### src/inc/tes_pkg.sv
/*
 * shared constants for the timer event status block: register offsets,
 * status bit positions, reset values and control register layout.
 * assumes a plain word-addressed register port with 32-bit data.
 */
`default_nettype none
package tes_pkg;
    // ------------------------------------------------------------
    // register map
    // ------------------------------------------------------------
    localparam logic [31:0] OFS_CHAN3_STATUS = 32'hFFFFF174;
    localparam logic [31:0] OFS_CHAN4_STATUS = 32'hFFFFF184;
    localparam logic [31:0] OFS_CHAN5_STATUS = 32'hFFFFF194;
    localparam logic [31:0] OFS_CHAN6_STATUS = 32'hFFFFF1A4;
    localparam logic [31:0] OFS_CHAN7_STATUS = 32'hFFFFF1B4;
    localparam logic [31:0] OFS_CHAN_STRIDE = 32'h00000010;
    localparam logic [31:0] OFS_MODE_CTRL = 32'hFFFFF240;
    localparam logic [31:0] OFS_IRQ_STATUS = 32'hFFFFF244;
    localparam logic [31:0] OFS_IRQ_MASK = 32'hFFFFF248;
    // ------------------------------------------------------------
    // status bit positions
    // ------------------------------------------------------------
    localparam int BIT_CMP0 = 0;
    localparam int BIT_CMP1 = 1;
    localparam int BIT_OVF = 2;
    localparam int BIT_UDF = 3;
    localparam int BIT_STEP = 4;
    localparam int BIT_UDCE = 0;
    localparam logic [7:0] STATUS_RESET = 8'h00;
    localparam int NUM_CHAN = 5;
    localparam int IRQ_W = 8;
    // interrupt status layout: bits 0..4 = any event of chan 3..7
    localparam logic [IRQ_W-1:0] IRQ_RESET = 8'h00;
endpackage
`default_nettype wire

### src/logic/tes_event_status.sv
/*
 * event status flags for timer channels three to seven, with a mode
 * control register, sticky interrupt status and mask.
 * assumes counters and compare logic elsewhere supply one-cycle event
 * pulses on core_clk_i; the register port is driven synchronously.
 */
// The address-and-strobe port is this design's own decision.
`timescale 1ns/1ps
`default_nettype none

module tes_event_status #(
    parameter int ADDR_W = 32
) (
    // clock and reset
    input wire logic core_clk_i,
    input wire logic rst_n_i,
    // register port
    input wire logic [ADDR_W-1:0] reg_addr_i,
    input wire logic [31:0] reg_wdata_i,
    input wire logic reg_wr_i,
    input wire logic reg_rd_i,
    output logic [31:0] reg_rdata_o,
    // timer events, one-cycle pulses, index 0 is channel three
    input wire logic [tes_pkg::NUM_CHAN-1:0] compare0_match_i,
    input wire logic [tes_pkg::NUM_CHAN-1:0] compare1_match_i,
    input wire logic [tes_pkg::NUM_CHAN-1:0] upcount_overflow_i,
    // channel three up/down counter events
    input wire logic count_step_i,
    input wire logic updown_underflow_i,
    input wire logic updown_overflow_i,
    // mode and interrupt
    output logic updown_count_enable_o,
    output logic updown_overflow_event_o,
    output logic irq_o
);
    localparam int N = tes_pkg::NUM_CHAN;

    // ------------------------------------------------------------
    // state
    // ------------------------------------------------------------
    logic [7:0] status [N];
    logic [7:0] next_status [N];
    logic updown_count_enable;
    logic next_updown_count_enable;
    logic [tes_pkg::IRQ_W-1:0] irq_status;
    logic [tes_pkg::IRQ_W-1:0] next_irq_status;
    logic [tes_pkg::IRQ_W-1:0] irq_mask;
    logic [tes_pkg::IRQ_W-1:0] next_irq_mask;
    logic [31:0] next_rdata;
    logic next_irq;
    logic next_ovf_event;
    logic [N-1:0] chan_event;

    // ------------------------------------------------------------
    // status flags per channel
    // ------------------------------------------------------------
    // flags are sticky events from the timer; software cannot write them,
    // so a mode switch clears the other layout to keep stale bits hidden
    genvar g;
    generate
        for (g = 0; g < N; g++) begin : g_chan
            always_comb begin
                next_status[g] = status[g];
                if (g == 0 && updown_count_enable) begin
                    next_status[g][tes_pkg::BIT_CMP0] = 1'b0;
                    next_status[g][tes_pkg::BIT_CMP1] = 1'b0;
                    if (count_step_i) begin
                        next_status[g][tes_pkg::BIT_STEP] = 1'b1;
                    end
                    if (updown_underflow_i) begin
                        next_status[g][tes_pkg::BIT_UDF] = 1'b1;
                    end
                    if (updown_overflow_i) begin
                        next_status[g][tes_pkg::BIT_OVF] = 1'b1;
                    end
                end else begin
                    next_status[g][tes_pkg::BIT_UDF] = 1'b0;
                    next_status[g][tes_pkg::BIT_STEP] = 1'b0;
                    if (compare0_match_i[g]) begin
                        next_status[g][tes_pkg::BIT_CMP0] = 1'b1;
                    end
                    if (compare1_match_i[g]) begin
                        next_status[g][tes_pkg::BIT_CMP1] = 1'b1;
                    end
                    if (upcount_overflow_i[g]) begin
                        next_status[g][tes_pkg::BIT_OVF] = 1'b1;
                    end
                end
                next_status[g][7:5] = 3'h0;
            end

            always_ff @(posedge core_clk_i or negedge rst_n_i) begin
                if (!rst_n_i) begin
                    status[g] <= tes_pkg::STATUS_RESET;
                end else begin
                    status[g] <= next_status[g];
                end
            end

            // an interrupt event is every accepted pulse, not only a rising
            // flag: software never clears the flags, so a repeat match must
            // still reach the sticky interrupt status
            assign chan_event[g] = (g == 0 && updown_count_enable)
                ? (count_step_i | updown_underflow_i | updown_overflow_i)
                : (compare0_match_i[g] | compare1_match_i[g]
                    | upcount_overflow_i[g]);

            if (g > 0) begin : g_sticky

            end
        end
    endgenerate

    // ------------------------------------------------------------
    // control, interrupt and read data
    // ------------------------------------------------------------
    // reading a status register clears nothing: the flags mirror the
    // hardware record and only reset or a mode change drops them
    always_comb begin
        next_updown_count_enable = updown_count_enable;
        next_irq_mask = irq_mask;
        next_irq_status = irq_status;
        next_rdata = 32'h00000000;
        if (reg_wr_i) begin
            if (reg_addr_i == tes_pkg::OFS_MODE_CTRL) begin
                next_updown_count_enable = reg_wdata_i[tes_pkg::BIT_UDCE];
            end
            if (reg_addr_i == tes_pkg::OFS_IRQ_MASK) begin
                next_irq_mask = reg_wdata_i[tes_pkg::IRQ_W-1:0];
            end
            if (reg_addr_i == tes_pkg::OFS_IRQ_STATUS) begin
                next_irq_status = irq_status & ~reg_wdata_i[tes_pkg::IRQ_W-1:0];
            end
        end
        // set wins over a clear in the same cycle
        next_irq_status[N-1:0] = next_irq_status[N-1:0] | chan_event;
        next_irq_status[tes_pkg::IRQ_W-1:N] = '0;
        if (reg_rd_i) begin
            for (int i = 0; i < N; i++) begin
                if (reg_addr_i == tes_pkg::OFS_CHAN3_STATUS
                        + 32'(i) * tes_pkg::OFS_CHAN_STRIDE) begin
                    next_rdata = {24'h000000, status[i]};
                end
            end
            if (reg_addr_i == tes_pkg::OFS_MODE_CTRL) begin
                next_rdata = {31'h00000000, updown_count_enable};
            end
            if (reg_addr_i == tes_pkg::OFS_IRQ_STATUS) begin
                next_rdata = {24'h000000, irq_status};
            end
            if (reg_addr_i == tes_pkg::OFS_IRQ_MASK) begin
                next_rdata = {24'h000000, irq_mask};
            end
        end
        next_irq = |(next_irq_status & next_irq_mask);
        next_ovf_event = updown_count_enable && updown_overflow_i;
    end

    always_ff @(posedge core_clk_i or negedge rst_n_i) begin
        if (!rst_n_i) begin
            updown_count_enable <= 1'b0;
            irq_mask <= tes_pkg::IRQ_RESET;
            irq_status <= tes_pkg::IRQ_RESET;
            reg_rdata_o <= 32'h00000000;
            irq_o <= 1'b0;
            updown_overflow_event_o <= 1'b0;
        end else begin
            updown_count_enable <= next_updown_count_enable;
            irq_mask <= next_irq_mask;
            irq_status <= next_irq_status;
            reg_rdata_o <= next_rdata;
            irq_o <= next_irq;
            updown_overflow_event_o <= next_ovf_event;
        end
    end

    assign updown_count_enable_o = updown_count_enable;
endmodule

`default_nettype wire

### config.mk
export PLATFORM = sky130hd
export DESIGN_NAME = tes_event_status
export DESIGN_NICKNAME = d
export VERILOG_FILES = /design/src/inc/tes_pkg.sv /design/src/logic/tes_event_status.sv
export SDC_FILE = /design/constraint.sdc
export NUM_CORES = 1
export LEC_CHECK = 0
export BUFFER_PORTS_ARGS = -buffer_cell sky130_fd_sc_hd__buf_4
export CORE_UTILIZATION = 40
export DETAILED_ROUTE_END_ITERATION = 8
export GPL_ROUTABILITY_DRIVEN = 0
export PLACE_DENSITY = 0.86
export SLEW_MARGIN = 10
export SYNTH_ARGS = -nofsm -noshare
export SYNTH_HDL_FRONTEND = slang
export SYNTH_SLANG_ARGS = --single-unit
export TNS_END_PERCENT = 5
### constraint.sdc
create_clock -name core_clk_i -period 1.53 [get_ports core_clk_i]
set_input_delay 0.153 -clock core_clk_i [delete_from_list [all_inputs] [get_ports core_clk_i]]
set_output_delay 0.153 -clock core_clk_i [all_outputs]
set_load 0.005 [all_outputs]
==> results of run 1 <==
power groups by stage:
stage	combinational [mW]	sequential [mW]	clock (mW)
floorplan	0.107	1.10	0
global placement	0.254	1.10	0
detailed placement	0.261	1.10	0
CTS	0.267	1.08	0.771
global route	0.295	1.08	0.819
finish	0.269	1.08	0.761
registers in the layout (all words and copies together) (netlist names):
signal	flops
irq_mask	8
updown_overflow_event_o	1
reg_rdata_o	8
irq_o	1
updown_count_enable_o	1
status	17
irq_status	5
through the flow:
step	hold slack (ps)	power, mW
3_5_place_dp	155	1.37
4_1_cts	61.0	2.12
2_1_floorplan	-143	1.21
6_report	59.3	2.11
5_1_grt	56.0	2.20
3_3_place_gp	148	1.36
critical path: stages:
cell      delay, ps
buf_6            90
or4b_4          540
or4b_4          510
or4_4           550
mux2i_4         200
o22ai_1         110
a2111o_1        300
cell type report:
| cell class | instances | area [um^2] | share of cell area (%) |
|---|---|---|---|
| Multi-Input combinational cell | 165 | 1010 | 33.4 |
| Sequential cell | 41 | 1030 | 33.9 |
| Clock inverter | 1 | 5.00 | 0.165 |
| Timing Repair Buffer | 102 | 776 | 25.6 |
| Clock buffer | 7 | 96.3 | 3.18 |
| Inverter | 7 | 26.3 | 0.868 |
| Tap cell | 70 | 87.6 | 2.89 |
how the worst max path moves through the flow:
stage	start	endpoint	slack (ps)	cells after the start
finish	reg_addr_i[8]	irq_o$_DFF_PN0_	-760	7
CTS	reg_addr_i[8]	irq_o$_DFF_PN0_	-780	7
global route	reg_addr_i[8]	irq_o$_DFF_PN0_	-780	7
floorplan	reg_addr_i[4]	irq_o$_DFF_PN0_	-990	8
global placement	reg_addr_i[8]	irq_o$_DFF_PN0_	-1020	7
detailed placement	reg_addr_i[8]	irq_o$_DFF_PN0_	-1110	7
routing by layer:
| layer | vias to the layer above | global-route usage [%] | wire [um] |
|---|---|---|---|
| li1 | 949 | - | - |
| met3 | 13 | 4.89 | 489 |
| met2 | 107 | 38.3 | 2850 |
| met1 | 914 | 29.8 | 2370 |
| met5 | - | 0 | 0 |
| met4 | 0 | 7.82 | 106 |
what timing repair did:
| action | CTS | global route |
|---|---|---|
| hold buffers | 1 | 0 |
| gates resized for setup | 7 | 2 |
| pin swaps | 0 | 0 |
| setup endpoints to repair | 20 | 22 |
| hold endpoints to repair | 41 | 0 |
synthesized netlist by cell type (3+ instances only):
cell,count
o21ai_0,4
a222oi_1,4
a22oi_1,3
nand4_1,8
nor3_1,4
nor2b_1,5
dfrtp_1,41
nor4_1,4
mux2i_1,3
and3_1,9
mux2_2,3
buf_4,24
a21boi_0,3
inv_1,7
nand2_1,27
nor2_1,14
or2_2,12
logic make-up (layout without fill, tap and decap cells):
kind of cell,after synthesis,count (layout)
buffers and inverters,34,117
other,1,24
and+or+nand+nor,103,103
DFF,41,41
muxes,6,6
AOI/OAI and AO/OA,32,32
==> qor.yml, run 1 <==
status: "complete, but fails checks"
violations: "setup timing"
hold_end: "irq_mask[6]$_DFFE_PN0P_"
drt-vias-per-instance: 5.05
grt_first_pass_wirelength_um: 9460
fin_setup_tns_ps: -5180
synthAdderAreaFrac_pct: 0
cts_setup_buffers: 0
place_area_um2: 2890
drt_wl_total_um: 5810
cts_made_buffers: 5
p_clk_share_pct: 36.0
synth-xor-area-share_pct: 0
avgRoutedWirePerCell_um: 14.8
setup.worst_path.end_class: "register"
worstHoldPathCells: 3
grt_antenna_before_repair: 0
firstDrtPassIters: 4
synth_cell_types: 48
synth_cells: 217
combPwrFrac_pct: 12.7
grt_pass1_vias: 2034
dieArea_um2: 5680
first_iter_violations: 176
criticalPathCategory: "in2reg"
cts_num_sinks: 41
cp.arrival_ps: 2460
regToRegStartpoint: "status[1]$_DFFE_PN0P_"
dp_hpwl_um: 4660
final_common_cell: "buf_4"
synthMuxAreaShare_pct: 2.96
final_cells: 393
cp.required_ps: 1710
drv_cap: 0
diodes: 0
cp_max_fo: 5
netlist.top_cell.by_area: "dfrtp_1"
start_util_pct: 41.9
syn_avg_cell_area_um2: 9.92
reg2reg_slack_ps: -10
grt_max_degree: 42
placeableCoreArea_um2: 5140
layout_common_cells: "buf_4 (99), dfrtp_1 (41), nand2_1 (27), conb_1 (24), nor2_1 (14)"
fillers: 466
reg2regPathDepth: 4
slew_viol_final: 0
dp_slack_ps: -1110
final_util_pct: 58.9
fp.dieH_um: 75.4
setup_ws_ps: -759
fmax_mhz: 437
r2r_end: "reg_rdata_o[1]$_DFF_PN0_"
synth_edf_count: 0
seq_area_frac_synth_pct: 47.6
io_buffers: 72
fin_crit_sh_pct: 150
hold_start: "reg_wdata_i[6]"
ios: 121
drive_above_1_share_pct: 40.6
clockBufferDepth: 2
peakVddDrop_uv: 526
syn_area_um2: 2150
area_growth_pct: 40.6
netSwitchingPower_uw: 474
via_count: 1983
track_usage_pct: 22.9
rsz0062_at_grt: "true"
ant_nets: 0
hold_path_class: "in2reg"
async_flop_share_pct: 100
ys_warn_count: 0
leakagePower_nw: 1.44
num_rows: 26
nets: 408
dp.cells: 384
die_w_um: 75.4
synth_area_leaders: "dfrtp_1 (48%), buf_4 (8.4%), nand2_1 (4.7%)"
synth.top_cell.area_share_pct: 47.6
p_per_area_nw_per_um2: 698
synth_top_family_by_area: "simple AND/OR/NAND/NOR gates"
hold_violations: 0
cts_root_buf: "clkbuf_8"
clk_latency_ps: 290
fin_skew_ps: 8.02
crit_path_start_kind: "input port"
grt-ovfl-total: 0
synth_compound_area_share_pct: 11.4
htreeDepth: 2
internal_power_mw: 1.64
synth_simple_gate_area_share_pct: 27.3
pwr-share-seq_pct: 51.2
setup_violations: 19
clkTransAtPathRegs_ps: 80
period_minus_slack_ps: 2290
drc: 0
cts_tree: "yes"
synth_flop_cell: "dfrtp_1"
design_area_um2: 3030
p_sw_share_pct: 22.4
synth_seq_cells: 41
Note: power is estimated with default switching activity, not from simulation.
==> inputs of run 2 (changes only) <==
--- a/config.mk
+++ b/config.mk
@@ -6,10 +6,10 @@
 export NUM_CORES = 1
 export LEC_CHECK = 0
 export BUFFER_PORTS_ARGS = -buffer_cell sky130_fd_sc_hd__buf_4
-export CORE_UTILIZATION = 40
+export CORE_UTILIZATION = 34
 export DETAILED_ROUTE_END_ITERATION = 8
 export GPL_ROUTABILITY_DRIVEN = 0
-export PLACE_DENSITY = 0.86
+export PLACE_DENSITY = 0.77
 export SLEW_MARGIN = 10
 export SYNTH_ARGS = -nofsm -noshare
 export SYNTH_HDL_FRONTEND = slang
==> qor.yml, run 2 (synthesis gave the netlist of run 1 again) <==
cp.arrival_ps: 2490
fmax_mhz: 432
track_usage_pct: 19.1
placeableCoreArea_um2: 6030
start_util_pct: 35.7
dp.cells: 397
io_buffers: 72
drv_cap: 0
hold_path_class: "in2reg"
cts_num_sinks: 41
nets: 418
first_iter_violations: 125
clockBufferDepth: 2
area_growth_pct: 45.4
peakVddDrop_uv: 414
layout_common_cells: "buf_4 (108), dfrtp_1 (41), nand2_1 (25), conb_1 (24), nor2_1 (14)"
combPwrFrac_pct: 12.8
largest_reg_flops: 17
rsz0062_at_grt: "true"
p_per_area_nw_per_um2: 673
diodes: 0
reg_top3: "status (17), irq_mask (8), reg_rdata_o (8)"
regMostFlops: "status"
avgRoutedWirePerCell_um: 14.3
grt_first_pass_wirelength_um: 9380
pwr-share-seq_pct: 51.4
crit_path_start_kind: "input port"
setup_ws_ps: -782
cp_max_fo: 5
num_rows: 28
dp_slack_ps: -1100
ios: 121
criticalPathCategory: "in2reg"
hold_violations: 0
grt_pass1_vias: 1978
slew_viol_final: 0
drt-vias-per-instance: 4.95
drc: 0
fp.dieH_um: 81.6
fin_skew_ps: 2.10
dp_hpwl_um: 4540
cp.required_ps: 1710
final_common_cell: "buf_4"
violations: "setup timing"
cts_root_buf: "clkbuf_8"
fin_crit_sh_pct: 151
setup_violations: 19
grt_max_degree: 42
leakagePower_nw: 1.50
cts_made_buffers: 5
ant_nets: 0
final_cells: 408
firstDrtPassIters: 4
status: "complete, but fails checks"
period_minus_slack_ps: 2310
drive_above_1_share_pct: 44.1
tightest_slew_ps: 516
drt_wl_total_um: 5840
cts_tree: "yes"
clk_latency_ps: 290
netSwitchingPower_uw: 508
p_sw_share_pct: 24.1
setup.worst_path.end_class: "register"
p_clk_share_pct: 35.8
htreeDepth: 2
via_count: 2021
max_slew_margin_pct: 65.6
grt-ovfl-total: 0
die_w_um: 81.6
internal_power_mw: 1.60
dieArea_um2: 6660
clkTransAtPathRegs_ps: 80
grt_antenna_before_repair: 0
run 2: cell type report:
type                       count  area (um^2)
fill                         554         2900
multi-input combinational    165         1030
sequential                    41         1030
timing repair buffer         112          855
tap                           75         93.8
clock buffer                   6         82.6
inverter                       7         26.3
clock inverter                 2         13.8
run 2: worst paths after layout:
| check | startpoint | end | slack (ps) | cells past startpoint |
|---|---|---|---|---|
| max | reg_addr_i[8] | irq_o$_DFF_PN0_ | -780 | 7 |
| min | reg_wdata_i[6] | irq_mask[6]$_DFFE_PN0P_ | 50 | 3 |
| max reg2reg | updown_count_enable_o$_DFFE_PN0P_ | irq_o$_DFF_PN0_ | 0 | 5 |
| min reg2reg | irq_mask[7]$_DFFE_PN0P_ | irq_mask[7]$_DFFE_PN0P_ | 470 | 2 |
| max in group asynchronous | rst_n_i | status[32]$_DFFE_PN0P_ | 800 | 2 |
| min in group asynchronous | rst_n_i | reg_rdata_o[2]$_DFF_PN0_ | 360 | 2 |
run 2: power by group through the flow:
stage | Sequential (mW) | Clock [mW] | Combinational [mW]
after floorplan | 1.10 | 0 | 0.107
after global placement | 1.10 | 0 | 0.257
after detailed placement | 1.10 | 0 | 0.261
after CTS | 1.08 | 0.778 | 0.267
after global routing | 1.08 | 0.829 | 0.298
final | 1.08 | 0.755 | 0.269
run 2: layer usage:
| layer | wire length, um | up-vias | track usage (%) |
|---|---|---|---|
| li1 | - | 967 | - |
| met1 | 2490 | 943 | 24.2 |
| met2 | 2790 | 97 | 31.3 |
| met3 | 430 | 14 | 4.78 |
| met4 | 131 | 0 | 7.02 |
| met5 | 0 | - | 0 |
run 2: per-stage QoR:
| stage | total power [mW] | TNS [ps] | instance area, um^2 | hold slack [ps] | util [%] |
|---|---|---|---|---|---|
| finish | 2.11 | -5290 | 3130 | 50.0 | 52.0 |
| global route | 2.21 | -6180 | 3130 | 47.6 | 52.0 |
| CTS | 2.13 | -4490 | 3090 | 46.4 | 51.3 |
| detailed placement | 1.37 | -12220 | 2960 | 163 | 49.0 |
| global placement | 1.36 | -11240 | 2960 | 152 | 49.0 |
| floorplan | 1.21 | -11310 | 2250 | -143 | - |
run 2: critical path: stages:
cell	delay (ps)
buf_6	90
or4b_4	540
or4b_4	510
or4_4	610
mux2i_4	200
o22ai_2	90
a2111o_1	290
run 2: what timing repair did:
action / in CTS / in global routing
hold buffers: 1 / 0
gates resized for setup: 8 / 11
pin swaps: 0 / 3
endpoints found under the setup margin: 19 / 21
endpoints found under the hold margin: 41 / 0
buffers inserted: 1 / 1
